===== src/inc/kbd_map.svh =====
// Register addresses, field positions and reset values of the keyboard port
`ifndef KBD_MAP_SVH
`define KBD_MAP_SVH

// Register byte addresses
`define KBD_STATUS_ADDR 32'hFFF82804
`define KBD_MODE_ADDR 32'hFFF82808
`define KBD_CMD_ADDR 32'hFFF8280C
`define KBD_DATA_ADDR 32'hFFF82830
`define KBD_LINE_CTRL_ADDR 32'hFFF82834

// Status fields
`define KBD_ST_TXCLK_DIS 7
`define KBD_ST_ONE 6
`define KBD_ST_FE 5
`define KBD_ST_OE 4
`define KBD_ST_PE 3
`define KBD_ST_STC 2
`define KBD_ST_RXFULL 1
`define KBD_ST_TXEMPTY 0

// Frame mode fields (first mode register)
`define KBD_MD1_STOP_HI 7
`define KBD_MD1_STOP_LO 6
`define KBD_MD1_PAR_EVEN 5
`define KBD_MD1_PAR_EN 4
`define KBD_MD1_LEN_HI 3
`define KBD_MD1_LEN_LO 2

// Command fields
`define KBD_CMD_ERR_CLR 4
`define KBD_CMD_BREAK 3
`define KBD_CMD_RX_EN 2
`define KBD_CMD_INHIBIT 1
`define KBD_CMD_TX_EN 0

// Line control fields
`define KBD_LC_TXCLK_DIS 0
`define KBD_LC_CLK_HOLD 1

// Reset values
`define KBD_MD1_RST 8'h5D
`define KBD_MD2_RST 8'h00
`define KBD_CMD_RST 8'h00

`endif


===== src/inc/kbd_pkg.sv =====
// Types shared by the keyboard serial port
package kbd_pkg;
	typedef logic [1:0] kbd_resp_t;
	localparam kbd_resp_t KBD_RESP_OKAY = 2'h0;
	localparam kbd_resp_t KBD_RESP_SLVERR = 2'h2;
	typedef enum logic [0:0] {
		KBD_PTR_ONE = 1'b0,
		KBD_PTR_TWO = 1'b1
	} kbd_mode_ptr_e;
	typedef enum logic [0:0] {
		KBD_TX_IDLE = 1'b0,
		KBD_TX_SEND = 1'b1
	} kbd_tx_state_e;
endpackage : kbd_pkg


===== src/logic/kbd_bit_sync.sv =====
// Two-stage synchroniser for one pin
`timescale 1ns/100ps
module kbd_bit_sync (
	input wire logic core_clk, // System clock
	input wire logic srst, // Synchronous reset
	input wire logic ce, // Clock enable
	input wire logic rst_val, // Idle level of the pin
	input wire logic pin_in, // Asynchronous pin
	output logic pin_sync // Synchronised level
);
	logic meta_ff;

	// First stage feeds only the second
	always_ff @(posedge core_clk) begin
		if (srst) begin
			meta_ff <= rst_val;
			pin_sync <= rst_val; // Idle level, so no false edge
		end else if (ce) begin
			meta_ff <= pin_in;
			pin_sync <= meta_ff;
		end
	end
endmodule : kbd_bit_sync


===== src/logic/kbd_rx_deser.sv =====
// Receive deserialiser for keyboard frames
`timescale 1ns/100ps
module kbd_rx_deser (
	input wire logic core_clk, // System clock
	input wire logic srst, // Synchronous reset
	input wire logic ce, // Clock enable
	input wire logic enable, // Receiver enabled
	input wire logic fall, // Keyboard clock falling edge
	input wire logic din, // Synchronised data line
	input wire logic par_en, // Parity enabled
	input wire logic par_even, // Even parity when 1
	input wire logic [1:0] len_sel, // Data bits minus five
	output logic done, // One-cycle pulse, frame ended
	output logic [7:0] data, // Received character
	output logic perr, // Parity error of last frame
	output logic ferr // Framing error of last frame
);
	logic busy_ff;
	logic par_ff;
	logic [3:0] cnt_ff;
	logic [7:0] sh_ff;
	logic [3:0] n_data;
	logic is_data;
	logic is_par;
	logic [1:0] align;

	assign n_data = 4'h5 + {2'h0, len_sel};
	assign is_data = cnt_ff < n_data;
	assign is_par = par_en && (cnt_ff == n_data);
	assign align = 2'h3 - len_sel;

	// Bits arrive LSB first; data is valid at the falling edge
	always_ff @(posedge core_clk) begin
		if (srst) begin
			busy_ff <= 1'b0;
			par_ff <= 1'b0;
			cnt_ff <= 4'h0;
			sh_ff <= 8'h00;
			done <= 1'b0;
			data <= 8'h00;
			perr <= 1'b0;
			ferr <= 1'b0;
		end else if (ce) begin
			done <= 1'b0;
			if (!enable) begin
				busy_ff <= 1'b0;
			end else if (fall && !busy_ff) begin
				busy_ff <= !din; // Start bit is low
				cnt_ff <= 4'h0;
				par_ff <= 1'b0;
			end else if (fall && (is_data || is_par)) begin
				if (is_data) begin
					sh_ff <= {din, sh_ff[7:1]};
				end
				par_ff <= par_ff ^ din;
				cnt_ff <= cnt_ff + 4'h1;
			end else if (fall) begin
				// Stop bit: close the frame
				busy_ff <= 1'b0;
				done <= 1'b1;
				data <= sh_ff >> align;
				ferr <= !din;
				perr <= par_en && (par_ff == par_even);
			end
		end
	end
endmodule : kbd_rx_deser


===== src/logic/kbd_serial_top.sv =====
// Keyboard serial port: AXI4-Lite registers, receiver and transmitter
// Operation
// - Status bit 7 reads 1 while transmit clock is disabled, else 0.
// - Status bit 5 sets on framing error, stays until cleared.
// - Status bit 4 sets when a character overruns an unread holding byte.
// - Status bit 3 sets when a received character fails parity.
// - Status bit 2 sets on clock gate change or holding-to-shift load.
// - Status bit 1 is 1 while the receive holding byte is unread.
// - Status bit 0 shows whether transmit holding register is empty.
// - Status register is read-only; bit 6 always reads 1.
// - Two mode registers share one address; pointer alternates every access (a read and a write in one cycle leave it).
// - First mode bits 7-6 give stop bits (frames always use one stop bit), bits 3-2 data length.
// - First mode bit 4 enables parity; bit 5 at 0 means odd.
// - First mode bits 1-0 at 01 mean one sample per clock.
// - Second mode 00h takes both clocks from the keyboard clock line.
// - Command register reads back the command state last written.
// - Writing command bit 4 as 1 clears framing, overrun, parity and status change flags.
// - Command bit 3 at 0 means no break on the transmit line.
// - Command bit 2 enables the receiver.
// - Command bit 1 inhibits the keyboard from transmitting.
// - Command bit 0 enables the transmitter.
// - Keyboard clock held low at reset and when empty and inhibited.
// - Each received scan code raises a request and holds the clock low.
`timescale 1ns/100ps
`include "kbd_map.svh"
module kbd_serial_top (
	input wire logic core_clk, // System clock, 50 MHz
	input wire logic srst, // Synchronous reset, active high
	input wire logic ce, // Clock enable, freezes all state
	input wire logic [31:0] s_axi_awaddr, // Write address
	input wire logic s_axi_awvalid, // Write address valid
	output logic s_axi_awready, // Write address ready
	input wire logic [31:0] s_axi_wdata, // Write data
	input wire logic [3:0] s_axi_wstrb, // Write byte enables
	input wire logic s_axi_wvalid, // Write data valid
	output logic s_axi_wready, // Write data ready
	output kbd_pkg::kbd_resp_t s_axi_bresp, // Write response
	output logic s_axi_bvalid, // Write response valid
	input wire logic s_axi_bready, // Write response ready
	input wire logic [31:0] s_axi_araddr, // Read address
	input wire logic s_axi_arvalid, // Read address valid
	output logic s_axi_arready, // Read address ready
	output logic [31:0] s_axi_rdata, // Read data
	output kbd_pkg::kbd_resp_t s_axi_rresp, // Read response
	output logic s_axi_rvalid, // Read data valid
	input wire logic s_axi_rready, // Read data ready
	input wire logic kbd_clk_in, // Keyboard clock line level
	output logic kbd_clk_out, // Keyboard clock drive value
	output logic kbd_clk_oe, // Keyboard clock pulled low when 1
	input wire logic kbd_data_in, // Keyboard data line level
	output logic kbd_data_out, // Keyboard data drive value
	output logic kbd_data_oe, // Keyboard data pulled low when 1
	output logic kbd_rx_irq // Scan code waiting
);
	import kbd_pkg::*;

	// Register state
	logic [7:0] mode_register_one_ff;
	logic [7:0] mode_register_two_ff;
	logic [7:0] cmd_ff;
	kbd_mode_ptr_e mode_ptr_ff;
	logic [7:0] rhr_ff;
	logic receive_holding_full_ff;
	logic [7:0] thr_ff;
	logic thr_full_ff;
	logic framing_error_flag_ff;
	logic overrun_flag_ff;
	logic parity_error_flag_ff;
	logic status_change_flag_ff;
	logic tx_clock_disabled_flag_ff;
	logic clk_hold_ff;
	logic gate_prev_ff;

	// Transmitter state
	kbd_tx_state_e tx_state_ff;
	logic [3:0] tx_cnt_ff;
	logic [7:0] tx_sh_ff;

	// Bus handshake state
	logic awready_ff;
	logic arready_ff;

	// Link sampling
	logic kclk_s;
	logic kdat_s;
	logic kclk_d_ff;
	logic kclk_fall;

	// Receiver results
	logic rx_done;
	logic [7:0] rx_data;
	logic rx_perr;
	logic rx_ferr;

	// Command and mode fields
	logic force_break;
	logic receiver_enable;
	logic keyboard_tx_inhibit;
	logic transmitter_enable;
	logic parity_enable;
	logic parity_type;
	logic [1:0] character_length;

	assign force_break = cmd_ff[`KBD_CMD_BREAK];
	assign receiver_enable = cmd_ff[`KBD_CMD_RX_EN];
	assign keyboard_tx_inhibit = cmd_ff[`KBD_CMD_INHIBIT];
	assign transmitter_enable = cmd_ff[`KBD_CMD_TX_EN];
	assign parity_enable = mode_register_one_ff[`KBD_MD1_PAR_EN];
	assign parity_type = mode_register_one_ff[`KBD_MD1_PAR_EVEN];
	assign character_length =
		mode_register_one_ff[`KBD_MD1_LEN_HI:`KBD_MD1_LEN_LO];

	// Both link pins are asynchronous to core_clk
	kbd_bit_sync u_clk_sync (
		.core_clk(core_clk),
		.srst(srst),
		.ce(ce),
		.rst_val(1'b1),
		.pin_in(kbd_clk_in),
		.pin_sync(kclk_s)
	);
	kbd_bit_sync u_dat_sync (
		.core_clk(core_clk),
		.srst(srst),
		.ce(ce),
		.rst_val(1'b1),
		.pin_in(kbd_data_in),
		.pin_sync(kdat_s)
	);

	// Falling edge of the keyboard clock; 1x sampling, one bit per edge
	assign kclk_fall = kclk_d_ff && !kclk_s;

	// Receiver ignores edges we make ourselves by holding the line
	kbd_rx_deser u_rx (
		.core_clk(core_clk),
		.srst(srst),
		.ce(ce),
		.enable(receiver_enable),
		.fall(kclk_fall && !clk_hold_ff),
		.din(kdat_s),
		.par_en(parity_enable),
		.par_even(parity_type),
		.len_sel(character_length),
		.done(rx_done),
		.data(rx_data),
		.perr(rx_perr),
		.ferr(rx_ferr)
	);

	// Bus decode
	logic wr_go;
	logic wr_fire;
	logic rd_go;
	logic rd_fire;
	logic wr_lane;
	logic wr_status;
	logic wr_mode;
	logic wr_cmd;
	logic wr_data;
	logic wr_line;
	logic wr_hit;
	logic rd_status;
	logic rd_mode;
	logic rd_cmd;
	logic rd_data;
	logic rd_line;
	logic rd_hit;
	logic [7:0] rd_byte;
	logic [7:0] status_byte;

	assign wr_go = s_axi_awvalid && s_axi_wvalid && !awready_ff &&
		!s_axi_bvalid;
	assign wr_fire = awready_ff && s_axi_awvalid && s_axi_wvalid;
	assign rd_go = s_axi_arvalid && !arready_ff && !s_axi_rvalid;
	assign rd_fire = arready_ff && s_axi_arvalid;
	assign wr_lane = wr_fire && s_axi_wstrb[0];
	assign wr_status = s_axi_awaddr == `KBD_STATUS_ADDR;
	assign wr_mode = wr_lane && (s_axi_awaddr == `KBD_MODE_ADDR);
	assign wr_cmd = wr_lane && (s_axi_awaddr == `KBD_CMD_ADDR);
	assign wr_data = wr_lane && (s_axi_awaddr == `KBD_DATA_ADDR);
	assign wr_line = wr_lane && (s_axi_awaddr == `KBD_LINE_CTRL_ADDR);
	assign wr_hit = (s_axi_awaddr == `KBD_MODE_ADDR) ||
		(s_axi_awaddr == `KBD_CMD_ADDR) ||
		(s_axi_awaddr == `KBD_DATA_ADDR) ||
		(s_axi_awaddr == `KBD_LINE_CTRL_ADDR);
	assign rd_status = s_axi_araddr == `KBD_STATUS_ADDR;
	assign rd_mode = s_axi_araddr == `KBD_MODE_ADDR;
	assign rd_cmd = s_axi_araddr == `KBD_CMD_ADDR;
	assign rd_data = s_axi_araddr == `KBD_DATA_ADDR;
	assign rd_line = s_axi_araddr == `KBD_LINE_CTRL_ADDR;
	assign rd_hit = rd_status || rd_mode || rd_cmd || rd_data || rd_line;

	// Status image; bit 6 is hardwired high
	assign status_byte = {tx_clock_disabled_flag_ff, 1'b1,
		framing_error_flag_ff, overrun_flag_ff,
		parity_error_flag_ff, status_change_flag_ff,
		receive_holding_full_ff, !thr_full_ff};

	// Read mux; the mode pointer picks which mode register answers
	assign rd_byte = rd_status ? status_byte :
		(rd_mode && mode_ptr_ff == KBD_PTR_ONE) ? mode_register_one_ff :
		rd_mode ? mode_register_two_ff :
		rd_cmd ? cmd_ff :
		rd_data ? rhr_ff :
		rd_line ? {6'h00, clk_hold_ff, tx_clock_disabled_flag_ff} :
		8'h00;

	// Transmit frame: start, data LSB first, optional parity, stop
	logic tx_empty;
	logic tx_load;
	logic [3:0] tx_n_data;
	logic [3:0] tx_last;
	logic [7:0] tx_mask;
	logic tx_par;
	logic tx_bit;
	logic tx_clk_fall;

	assign tx_empty = (tx_state_ff == KBD_TX_IDLE) && !thr_full_ff;
	assign tx_load = (tx_state_ff == KBD_TX_IDLE) && thr_full_ff &&
		transmitter_enable;
	assign tx_n_data = 4'h5 + {2'h0, character_length};
	assign tx_last = tx_n_data + {3'h0, parity_enable} + 4'h1;
	assign tx_mask = 8'hFF >> (2'h3 - character_length);
	assign tx_par = ^(tx_sh_ff & tx_mask) ^ !parity_type;
	assign tx_bit = (tx_cnt_ff == 4'h0) ? 1'b0 :
		(tx_cnt_ff <= tx_n_data) ? tx_sh_ff[tx_cnt_ff[2:0] - 3'h1] :
		(parity_enable && tx_cnt_ff == tx_n_data + 4'h1) ? tx_par :
		1'b1;
	// Transmit clock only advances while the gate lets it through
	assign tx_clk_fall = kclk_fall && !tx_clock_disabled_flag_ff;

	// Auto inhibit: transmitter drained while keyboard is inhibited
	logic auto_inhibit;
	assign auto_inhibit = tx_empty && keyboard_tx_inhibit;

	// Next values of the flags; a hardware set beats a software clear
	logic err_clr;
	logic rhr_load;
	logic nxt_fe;
	logic nxt_oe;
	logic nxt_pe;
	logic nxt_stc;
	logic nxt_rx_full;
	logic nxt_gate_dis;
	logic nxt_hold;
	logic nxt_thr_full;

	assign err_clr = wr_cmd && s_axi_wdata[`KBD_CMD_ERR_CLR];
	assign rhr_load = rx_done && (!receive_holding_full_ff ||
		(rd_fire && rd_data));
	assign nxt_fe = (rx_done && rx_ferr) ||
		(framing_error_flag_ff && !err_clr);
	assign nxt_oe = (rx_done && !rhr_load) ||
		(overrun_flag_ff && !err_clr);
	assign nxt_pe = (rx_done && rx_perr) ||
		(parity_error_flag_ff && !err_clr);
	assign nxt_stc = tx_load ||
		(gate_prev_ff != tx_clock_disabled_flag_ff) ||
		(status_change_flag_ff && !err_clr);
	assign nxt_rx_full = rhr_load ||
		(receive_holding_full_ff && !(rd_fire && rd_data));
	assign nxt_gate_dis = auto_inhibit ? 1'b1 :
		wr_line ? s_axi_wdata[`KBD_LC_TXCLK_DIS] :
		tx_clock_disabled_flag_ff;
	assign nxt_hold = (auto_inhibit || rx_done) ? 1'b1 :
		wr_line ? s_axi_wdata[`KBD_LC_CLK_HOLD] : clk_hold_ff;
	assign nxt_thr_full = wr_data || (thr_full_ff && !tx_load);

	// Write and read address channels; readies pulse one cycle
	always_ff @(posedge core_clk) begin
		if (srst) begin
			awready_ff <= 1'b0;
			arready_ff <= 1'b0;
		end else if (ce) begin
			awready_ff <= wr_go;
			arready_ff <= rd_go;
		end
	end
	assign s_axi_awready = awready_ff;
	assign s_axi_wready = awready_ff;
	assign s_axi_arready = arready_ff;

	// Write response channel; status is read-only, unmapped answers error
	always_ff @(posedge core_clk) begin
		if (srst) begin
			s_axi_bvalid <= 1'b0;
			s_axi_bresp <= KBD_RESP_OKAY;
		end else if (ce) begin
			if (wr_fire) begin
				s_axi_bvalid <= 1'b1;
				s_axi_bresp <= (wr_hit && !wr_status) ? KBD_RESP_OKAY :
					KBD_RESP_SLVERR;
			end else if (s_axi_bready) begin
				s_axi_bvalid <= 1'b0;
			end
		end
	end

	// Read data channel
	always_ff @(posedge core_clk) begin
		if (srst) begin
			s_axi_rvalid <= 1'b0;
			s_axi_rdata <= 32'h00000000;
			s_axi_rresp <= KBD_RESP_OKAY;
		end else if (ce) begin
			if (rd_fire) begin
				s_axi_rvalid <= 1'b1;
				s_axi_rdata <= {24'h000000, rd_byte};
				s_axi_rresp <= rd_hit ? KBD_RESP_OKAY : KBD_RESP_SLVERR;
			end else if (s_axi_rready) begin
				s_axi_rvalid <= 1'b0;
			end
		end
	end

	// Mode registers and the shared-address pointer
	always_ff @(posedge core_clk) begin
		if (srst) begin
			mode_register_one_ff <= `KBD_MD1_RST;
			mode_register_two_ff <= `KBD_MD2_RST;
			mode_ptr_ff <= KBD_PTR_ONE;
		end else if (ce) begin
			if (wr_mode && mode_ptr_ff == KBD_PTR_ONE) begin
				mode_register_one_ff <= s_axi_wdata[7:0];
			end
			if (wr_mode && mode_ptr_ff == KBD_PTR_TWO) begin
				mode_register_two_ff <= s_axi_wdata[7:0];
			end
			// A read or a write alone moves the pointer on; both in one cycle leave it
			if ((wr_fire && s_axi_awaddr == `KBD_MODE_ADDR) !=
				(rd_fire && rd_mode)) begin
				mode_ptr_ff <= (mode_ptr_ff == KBD_PTR_ONE) ?
					KBD_PTR_TWO : KBD_PTR_ONE;
			end
		end
	end

	// Command register holds exactly what was written
	always_ff @(posedge core_clk) begin
		if (srst) begin
			cmd_ff <= `KBD_CMD_RST;
		end else if (ce && wr_cmd) begin
			cmd_ff <= s_axi_wdata[7:0];
		end
	end

	// Status flags and holding registers
	always_ff @(posedge core_clk) begin
		if (srst) begin
			framing_error_flag_ff <= 1'b0;
			overrun_flag_ff <= 1'b0;
			parity_error_flag_ff <= 1'b0;
			status_change_flag_ff <= 1'b0;
			receive_holding_full_ff <= 1'b0;
			thr_full_ff <= 1'b0;
			rhr_ff <= 8'h00;
			thr_ff <= 8'h00;
		end else if (ce) begin
			framing_error_flag_ff <= nxt_fe;
			overrun_flag_ff <= nxt_oe;
			parity_error_flag_ff <= nxt_pe;
			status_change_flag_ff <= nxt_stc;
			receive_holding_full_ff <= nxt_rx_full;
			thr_full_ff <= nxt_thr_full;
			if (rhr_load) begin
				rhr_ff <= rx_data; // Overrun keeps the unread byte
			end
			if (wr_data) begin
				thr_ff <= s_axi_wdata[7:0];
			end
		end
	end

	// Line control; reset holds the clock and closes the transmit gate
	always_ff @(posedge core_clk) begin
		if (srst) begin
			tx_clock_disabled_flag_ff <= 1'b1;
			gate_prev_ff <= 1'b1;
			clk_hold_ff <= 1'b1;
			kclk_d_ff <= 1'b1;
		end else if (ce) begin
			tx_clock_disabled_flag_ff <= nxt_gate_dis;
			gate_prev_ff <= tx_clock_disabled_flag_ff;
			clk_hold_ff <= nxt_hold;
			kclk_d_ff <= kclk_s;
		end
	end

	// Transmitter: load from holding register, shift on gated clock
	always_ff @(posedge core_clk) begin
		if (srst) begin
			tx_state_ff <= KBD_TX_IDLE;
			tx_cnt_ff <= 4'h0;
			tx_sh_ff <= 8'h00;
		end else if (ce) begin
			case (tx_state_ff)
				KBD_TX_IDLE: begin
					if (tx_load) begin
						tx_state_ff <= KBD_TX_SEND;
						tx_cnt_ff <= 4'h0;
						tx_sh_ff <= thr_ff;
					end
				end
				KBD_TX_SEND: begin
					if (!transmitter_enable) begin
						tx_state_ff <= KBD_TX_IDLE;
					end else if (tx_clk_fall && tx_cnt_ff == tx_last) begin
						tx_state_ff <= KBD_TX_IDLE;
					end else if (tx_clk_fall) begin
						tx_cnt_ff <= tx_cnt_ff + 4'h1;
					end
				end
				default: begin
					tx_state_ff <= KBD_TX_IDLE;
				end
			endcase
		end
	end

	// Pin drivers; open drain, so only a low is ever driven
	always_ff @(posedge core_clk) begin
		if (srst) begin
			kbd_clk_out <= 1'b0;
			kbd_clk_oe <= 1'b1;
			kbd_data_out <= 1'b0;
			kbd_data_oe <= 1'b0;
			kbd_rx_irq <= 1'b0;
		end else if (ce) begin
			kbd_clk_out <= 1'b0;
			kbd_clk_oe <= nxt_hold;
			kbd_data_out <= 1'b0;
			kbd_data_oe <= force_break ||
				(tx_state_ff == KBD_TX_SEND && !tx_bit);
			kbd_rx_irq <= nxt_rx_full;
		end
	end
endmodule : kbd_serial_top


===== config.mk =====
export PLATFORM = sky130hd
export DESIGN_NAME = kbd_serial_top
export DESIGN_NICKNAME = d
export VERILOG_FILES = /design/src/inc/kbd_pkg.sv /design/src/logic/kbd_bit_sync.sv /design/src/logic/kbd_rx_deser.sv /design/src/logic/kbd_serial_top.sv
export VERILOG_INCLUDE_DIRS = /design/src /design/src/inc
export SDC_FILE = /design/constraint.sdc
export NUM_CORES = 1
export LEC_CHECK = 0
export BUFFER_PORTS_ARGS = -buffer_cell sky130_fd_sc_hd__buf_2
export CELL_PAD_IN_SITES_DETAIL_PLACEMENT = 0
export CELL_PAD_IN_SITES_GLOBAL_PLACEMENT = 1
export CORE_MARGIN = 2
export CORE_UTILIZATION = 42
export DETAILED_ROUTE_END_ITERATION = 7
export HOLD_SLACK_MARGIN = 0.02
export PLACE_DENSITY = 0.95
export SLEW_MARGIN = 20
export SYNTH_ARGS = -nofsm -noshare
export SYNTH_HDL_FRONTEND = slang
export SYNTH_SLANG_ARGS = --single-unit

===== constraint.sdc =====
create_clock -name core_clk -period 5.7 [get_ports core_clk]
set_clock_uncertainty 0.05 [all_clocks]
set_input_delay 0.57 -clock core_clk [delete_from_list [all_inputs] [get_ports core_clk]]
set_output_delay 0.57 -clock core_clk [all_outputs]
set_load 0.05 [all_outputs]

==> results of run 1 <==
## cell families after synthesis
family / after synthesis
buf+inv: 86
mux: 70
fa+ha+maj: 14
xor+xnor: 20
compound gates: 119
flops: 108
simple gates: 277
other cells: 1
## cells in the mapped netlist (3+ instances only)
master    count
nand2b_1     13
o22ai_1       3
a31oi_1      11
nor2_1       52
nand2_1      90
and4b_1       3
mux4_2        6
nand4_1      19
nor4b_1       6
nor4_1       13
nand3_1      17
and3_1        4
or3_1         4
or4_1         6
a21oi_1      39
xor2_1        3
mux2i_1      61
dfxtp_1     108
nor3b_1       4
o21ai_0      24
nand3b_1      3
xnor2_1      17
clkbuf_1     30
a211oi_1      3
a22o_1        4
buf_4        30
inv_1        20
ha_1         12
buf_1         3
a221oi_1      5
nor3_1       19
nor2b_1       3
o211ai_1      9
and4_1        4
## layer usage
metal  part of all wire (%)  wire length (um)  track usage [%]  up-vias
li1                       -                 -                -     2605
met1                     45              6790             27.5     2498
met2                     49              7340             33.9      144
met3                    5.1               768             4.66       19
met4                    1.5               229             5.61        0
met5                      0                 0                0        -
## stage by stage
step                      total power, W  hold slack, ns  utilization, %  std cells  worst slack, ns
after global routing             0.00160           0.395            48.5        955             2.22
after CTS                        0.00155           0.376            48.5        955             2.51
after detailed placement        0.000917           0.391            46.4        939             2.29
final                            0.00154           0.387            48.5        955             2.52
after floorplan                 0.000882           0.382               -        722             2.76
after global placement          0.000915           0.389            46.4        939             2.32
## critical path: cells and delay by family (launching register included)
kind | cells | cell delay (ns)
buf+inv | 1 | 0.37
flops | 1 | 0.68
compound gates | 3 | 1.13
simple gates | 1 | 0.09
xor+xnor | 1 | 0.12
fa+ha+maj | 1 | 0.63
## flip-flops by register name, indices dropped and copies added, names as in the netlist, 4 cells and up
register,count
thr_ff,8
tx_cnt_ff,4
rhr_ff,8
cmd_ff,8
mode_register_two_ff,8
u_rx.data,8
s_axi_rdata,8
u_rx.cnt_ff,4
tx_sh_ff,8
mode_register_one_ff,8
u_rx.sh_ff,8
## worst max path at each step
stage                     depth (start not counted)              to                    start
final                                             7    tx_cnt_ff[2]  mode_register_one_ff[2]
after global routing                              7  u_rx.cnt_ff[1]  mode_register_one_ff[2]
after CTS                                         7    tx_cnt_ff[2]  mode_register_one_ff[2]
after detailed placement                          6       rhr_ff[2]          s_axi_araddr[9]
after global placement                            6       rhr_ff[6]          s_axi_araddr[9]
after floorplan                                   9    u_rx.data[3]  mode_register_one_ff[2]
## power groups by stage
stage / Clock (W) / Sequential [W] / Combinational, W
final: 0.000639 / 0.000762 / 0.000138
after global routing: 0.000685 / 0.000762 / 0.000148
after CTS: 0.000651 / 0.000762 / 0.000138
after detailed placement: 0 / 0.000779 / 0.000137
after global placement: 0 / 0.000779 / 0.000136
after floorplan: 0 / 0.000787 / 0.0000951
## cell type report
| class | instances | share of cell area [%] |
|---|---|---|
| multi-input combinational | 528 | 51.3 |
| timing repair buffer | 103 | 7.76 |
| clock buffer | 13 | 3.71 |
| clock inverter | 3 | 0.687 |
| inverter | 20 | 1.11 |
| tap | 180 | 3.34 |
| sequential | 108 | 32.1 |
==> metrics.md, run 1 <==
| Metric | Value |
|---|---|
| Area fraction of the dominant cell type after synthesis | 36.2% |
| Clock transition at the register clock pins on the worst setup and hold paths after CTS | 0.07 ns |
| Number of library cell types mapped by synthesis | 70 |
| Later-pin clock latency in the skew report | 0.35 ns |
| Residual DRC | 0 |
| Kind of end point of the critical path | flop |
| Reg power frac | 49.5% |
| Top library cells by usage in the layout, fill and taps aside | 108 x dfxtp_1, 100 x buf_2, 90 x nand2_1 |
| Start point of the worst min-delay path | kbd_data_in |
| Number of buffers added by the clock tree synthesis step | 9 |
| Worst path required time | 5.90 ns |
| Tightest Hold Check Type | input port to flop |
| Worst reg-to-reg path cell count | 7 |
| Residual antenna-violating net count after detailed routing | 0 |
| Via count of the first global-routing pass | 4787 |
| Number of enable-type register cells in the synthesized netlist | 0 |
| Max VDD drop | 180 uV |
| Largest fanout on the critical path | 11 |
| Total number of vias | 5266 |
| Multiplexer share of the synthesized area | 13.0% |
| Placed cell area | 6440 um2 |
| Switching power share of the total | 25.3% |
| Pre-antenna DRT Iters | 5 |
| Per-cell routed wire length | 15.8 um |
| Routability-driven placement congestion ratio | 0.837 |
| Initial antenna violation count | 0 |
| Port buffer count | 100 |
| Clock share of power | 41.5% |
| Post-route fraction of the period consumed by the critical path | 55.8% |
| Number of hold violations in the final report | 0 |
| Starting density of the core | 43.0% |
| Register bit count reported by yosys | 108 |
| Area used by multi-input combinational logic | 3460 um2 |
| Number of filler instances in the final layout | 1363 |
| Share of the yosys chip area belonging to registers | 36.2% |
| Number of diodes | 0 |
| CTS Buffer Depth | 2 |
| Terminating pin of the worst hold path | u_dat_sync.meta_ff |
| Compound-gate portion of the synthesized area | 12.8% |
| Hold buffers post-CTS | 0 |
| Maximum clock rate | 0.315 GHz |
| Count of cells resized by post-cts repair | 0 |
| Estimated wirelength of the detail-placed design | 10.8 mm |
| Nets@finish | 893 |
| Dominant combinational cell family by area after synthesis | simple AND/OR/NAND/NOR gates |
| Global-route wire length before repair | 24.5 mm |
| Internal power consumption | 0.00115 W |
| GRT Overall Usage | 20.7% |
| Layout overhead on the synthesized area | 12.8% |
| P_sw | 0.000389 W |
| Dominant synthesized flop cell | dfxtp_1 |
| Startpoint of the worst-slack reg-to-reg timing path | mode_register_one_ff[2] |
| Most frequent standard cell in the layout excluding fill and tap cells | dfxtp_1 |
| Final Max Tran Viols | 0 |
| Total number of yosys warnings | 0 |
| Internal reg-to-reg setup slack | 2.52 ns |
| CTS HTree Levels | 3 |
| Total negative slack for setup checks | 0 ns |
| Post-detailed-routing wire length | 15.1 mm |
| Part of the total power dissipated in combinational logic | 9.0% |
| Remaining global-route overflow | 0 |
| Synth Area in XOR/XNOR | 2.93% |
| Setup Viol. Count Final | 0 |
| Number of buffers added for setup after CTS | 0 |
| Buffer type at the clock tree root | clkbuf_16 |
| Startpoint-to-endpoint class of the critical path | flop to flop |
| Vertical extent of the die | 123 um |
| Largest stage delay on the critical path | 0.75 ns |
| Cell count of the worst hold path | 3 |
| RSZ-0062 raised after global routing | no |
| Layout cells sized above 1 | 17.9% |
| Synthesized area per cell | 8.59 um2 |
| Worst flop-to-flop path endpoint | tx_cnt_ff[2] |
| Area occupied by registers | 2160 um2 |
| Core Rows | 43 |
| CTS tree | built |
| Cell taking the most area after synthesis | dfxtp_1 |
| Synth async-reset ratio | 0% |
| Max-slew headroom | 40.3% |
| Overall die width | 123 um |
| Placeable core region | 13900 um2 |
| Post-Syn Instances | 695 |
| Final critical-path required period | 3.18 ns |
| Cell area after layout | 6740 um2 |
| Highest-delay cell along the critical path | a2111oi_2 |
| Area of the mapped netlist | 5970 um2 |
| Run status | finished clean |
| Top Ports | 156 |
| Simple-gate area share of the yosys netlist | 24.3% |
| Overall die area | 15200 um2 |
| Total power density per cell area | 228 nW/um2 |
| Most area-consuming cells after synthesis | dfxtp_1 36%, mux2i_1 10%, nand2_1 5.7% |
| Ordered list of cells on the worst path | inv_1, fa_1, xnor2_1, nor3_1, a2111oi_2, a21oi_1, a31o_2 |
| Pin slew with the least headroom to its limit | 0.894 ns |
| MaxCap Viol Count | 0 |
| Arrival time at the worst endpoint | 3.37 ns |
| Starting DRT DRC Count | 360 |
| Maximum number of pins on one net before global-route repair | 61 |
| Worst Setup Start Kind | flop |
| Sink Count | 108 |
| Leakage power figure | 2.70 nW |
| Vias per inst | 5.51 |
| Adder-cell share of the synthesized area | 3.02% |
Power figures use the tool's default switching activity.
==> run 2: changes to the inputs <==
--- a/config.mk
+++ b/config.mk
@@ -10,10 +10,10 @@
 export CELL_PAD_IN_SITES_DETAIL_PLACEMENT = 0
 export CELL_PAD_IN_SITES_GLOBAL_PLACEMENT = 1
 export CORE_MARGIN = 2
-export CORE_UTILIZATION = 42
+export CORE_UTILIZATION = 39
 export DETAILED_ROUTE_END_ITERATION = 7
 export HOLD_SLACK_MARGIN = 0.02
-export PLACE_DENSITY = 0.95
+export PLACE_DENSITY = 0.9
 export SLEW_MARGIN = 20
 export SYNTH_ARGS = -nofsm -noshare
 export SYNTH_HDL_FRONTEND = slang
==> constraint.sdc (replaced) <==
create_clock -name core_clk -period 3 [get_ports core_clk]
set_clock_uncertainty 0.05 [all_clocks]
set_input_delay 0.3 -clock core_clk [delete_from_list [all_inputs] [get_ports core_clk]]
set_output_delay 0.3 -clock core_clk [all_outputs]
set_load 0.05 [all_outputs]
==> run 2 against run 1 <==
Compared with the run above:
- sequential share of layout area is 0.66 points lower
- wire length is 0.86% lower
- sequential power is 90% higher
- worst setup slack worse by 2.1 ns
- power is 90% higher
- critical path type unchanged
- largest power group unchanged
- highest routed layer unchanged
==> metrics.md, run 2 (same netlist as run 1, synthesis figures left out) <==
| Metric | Value |
|---|---|
| Routability-driven placement congestion ratio | 0.843 (was 0.837) |
| Post-detailed-routing wire length | 15.0 mm (was 15.1 mm) |
| Final Max Tran Viols | 0 (unchanged) |
| Total power density per cell area | 426 nW/um2 (was 228 nW/um2) |
| Highest-delay cell along the critical path | or4b_2 (was a2111oi_2) |
| Uppermost metal layer occupied by signal nets | met4 (unchanged) |
| Place WS | 0.274 ns (was 2.29 ns) |
| Worst path required time | 3.23 ns (was 5.90 ns) |
| Internal reg-to-reg setup slack | 0.41 ns (was 2.52 ns) |
| Most frequent standard cell in the layout excluding fill and tap cells | dfxtp_1 (unchanged) |
| Worst Setup Start Kind | flop (unchanged) |
| Ordered list of cells on the worst path | inv_1, ha_1, a21boi_0, o211ai_1, a21oi_1, or4b_2, o21ai_0 (was inv_1, fa_1, xnor2_1, nor3_1, a2111oi_2, a21oi_1, a31o_2) |
| Number of hold violations in the final report | 0 (unchanged) |
| Overall die width | 128 um (was 123 um) |
| Maximum number of pins on one net before global-route repair | 30 (was 61) |
| Length of routed wiring on met1 | 7.10 mm (was 6.79 mm) |
| Core Rows | 45 (was 43) |
| Final core utilization | 45.6% (was 48.5%) |
| Top library cells by usage in the layout, fill and taps aside | 108 x dfxtp_1, 100 x buf_2, 90 x nand2_1 (unchanged) |
| Sink Count | 108 (unchanged) |
| Tightest Hold Check Type | input port to flop (unchanged) |
| Layout overhead on the synthesized area | 15.2% (was 12.8%) |
| Vertical extent of the die | 128 um (was 123 um) |
| Total negative slack for setup checks | 0 ns (unchanged) |
| Largest stage delay on the critical path | 0.68 ns (was 0.75 ns) |
| Pin slew with the least headroom to its limit | 0.636 ns (was 0.894 ns) |
| Arrival time at the worst endpoint | 2.82 ns (was 3.37 ns) |
| Global-route wire length before repair | 24.0 mm (was 24.5 mm) |
| Number of buffers added by the clock tree synthesis step | 9 (unchanged) |
| Per-cell routed wire length | 15.3 um (was 15.8 um) |
| Max-slew headroom | 57.6% (was 40.3%) |
| Max VDD drop | 291 uV (was 180 uV) |
| Final worst hold slack | 0.111 ns (was 0.387 ns) |
| Wire length on met2 | 6.83 mm (was 7.34 mm) |
| Via count of the first global-routing pass | 4768 (was 4787) |
| Leakage power figure | 2.78 nW (was 2.70 nW) |
| Number of diodes | 0 (unchanged) |
| Starting DRT DRC Count | 372 (was 360) |
| Vias per inst | 5.38 (was 5.51) |
| Estimated wirelength of the detail-placed design | 11.1 mm (was 10.8 mm) |
| RSZ-0062 raised after global routing | no (unchanged) |
| Pre-antenna DRT Iters | 4 (was 5) |
| Number of buffers added for setup after CTS | 0 (unchanged) |
| Residual antenna-violating net count after detailed routing | 0 (unchanged) |
| Maximum clock rate | 0.386 GHz (was 0.315 GHz) |
| Overall die area | 16300 um2 (was 15200 um2) |
| Port buffer count | 100 (unchanged) |
| Top Ports | 156 (unchanged) |
| Count of cells resized by post-cts repair | 0 (unchanged) |
| Residual DRC | 0 (unchanged) |
| Final critical-path required period | 2.59 ns (was 3.18 ns) |
| GRT Overall Usage | 18.3% (was 20.7%) |
| Met3 routed WL | 867 um (was 768 um) |
| CTS tree | built (unchanged) |
| MaxCap Viol Count | 0 (unchanged) |
| Final Power | 0.00293 W (was 0.00154 W) |
| Largest fanout on the critical path | 10 (was 11) |
| Hold buffers post-CTS | 0 (unchanged) |
| Setup Viol. Count Final | 0 (unchanged) |
| Initial antenna violation count | 0 (unchanged) |
| Layout cells sized above 1 | 19.8% (was 17.9%) |
| CTS HTree Levels | 3 (unchanged) |
| Clock transition at the register clock pins on the worst setup and hold paths after CTS | 0.07 ns (about the same) |
| Total number of vias | 5275 (was 5266) |
| Remaining global-route overflow | 0 (unchanged) |
| Kind of end point of the critical path | flop (unchanged) |
| Final worst setup slack | 0.410 ns (was 2.52 ns) |
| Later-pin clock latency in the skew report | 0.35 ns (about the same) |
| Starting density of the core | 39.6% (was 43.0%) |
| Number of filler instances in the final layout | 1494 (was 1363) |
| Buffer type at the clock tree root | clkbuf_16 (unchanged) |
| Run status | finished clean (unchanged) |
| Nets@finish | 910 (was 893) |
| Startpoint-to-endpoint class of the critical path | flop to flop (unchanged) |
| Placeable core region | 15100 um2 (was 13900 um2) |
| Post-route fraction of the period consumed by the critical path | 86.3% (was 55.8%) |
| CTS Buffer Depth | 2 (unchanged) |
run 2: worst paths after layout:
| path | endpoint | from | cells after the start |
|---|---|---|---|
| hold reg to reg | s_axi_rresp[1] | s_axi_rresp[1] | 2 |
| setup reg to reg | u_rx.cnt_ff[1] | mode_register_one_ff[3] | 7 |
| hold / removal | u_dat_sync.meta_ff | kbd_data_in | 3 |
| setup / recovery | u_rx.cnt_ff[1] | mode_register_one_ff[3] | 7 |
run 2: critical path, delay by kind of cell (launching register included):
| kind | cells | cell delay, ns |
|---|---|---|
| buf+inv | 1 | 0.13 |
| fa+ha+maj | 1 | 0.43 |
| simple gates | 1 | 0.68 |
| flops | 1 | 0.44 |
| compound gates | 4 | 0.78 |
run 2: report_power, final:
part | leakage [nW] | switching [W] | internal, W
combinational | 1.77 | 0.000191 | 0.0000730
sequential | 0.871 | 0.00000759 | 0.00144
clock | 0.145 | 0.000559 | 0.000657
total | 2.78 | 0.000757 | 0.00217
run 2: routing by layer:
metal,vias to the layer above,GRT usage [%]
met1,2466,25.1
met5,-,0
met4,0,5.04
li1,2628,-
met2,165,30.2
met3,16,2.59
run 2: layout make-up:
type	count	area [um2]	area share, %
multi-input combinational	528	3460	50.2
sequential	108	2160	31.4
timing repair buffer	120	651	9.46
tap	188	235	3.42
clock buffer	10	229	3.33
inverter	20	75.1	1.09
clock inverter	6	71.3	1.04
run 2: metrics by stage:
stage,area (um2),cells
3_3_place_gp,6580,964
5_1_grt,6880,980
4_1_cts,6880,980
2_1_floorplan,6070,722
6_report,6880,980
3_5_place_dp,6580,964
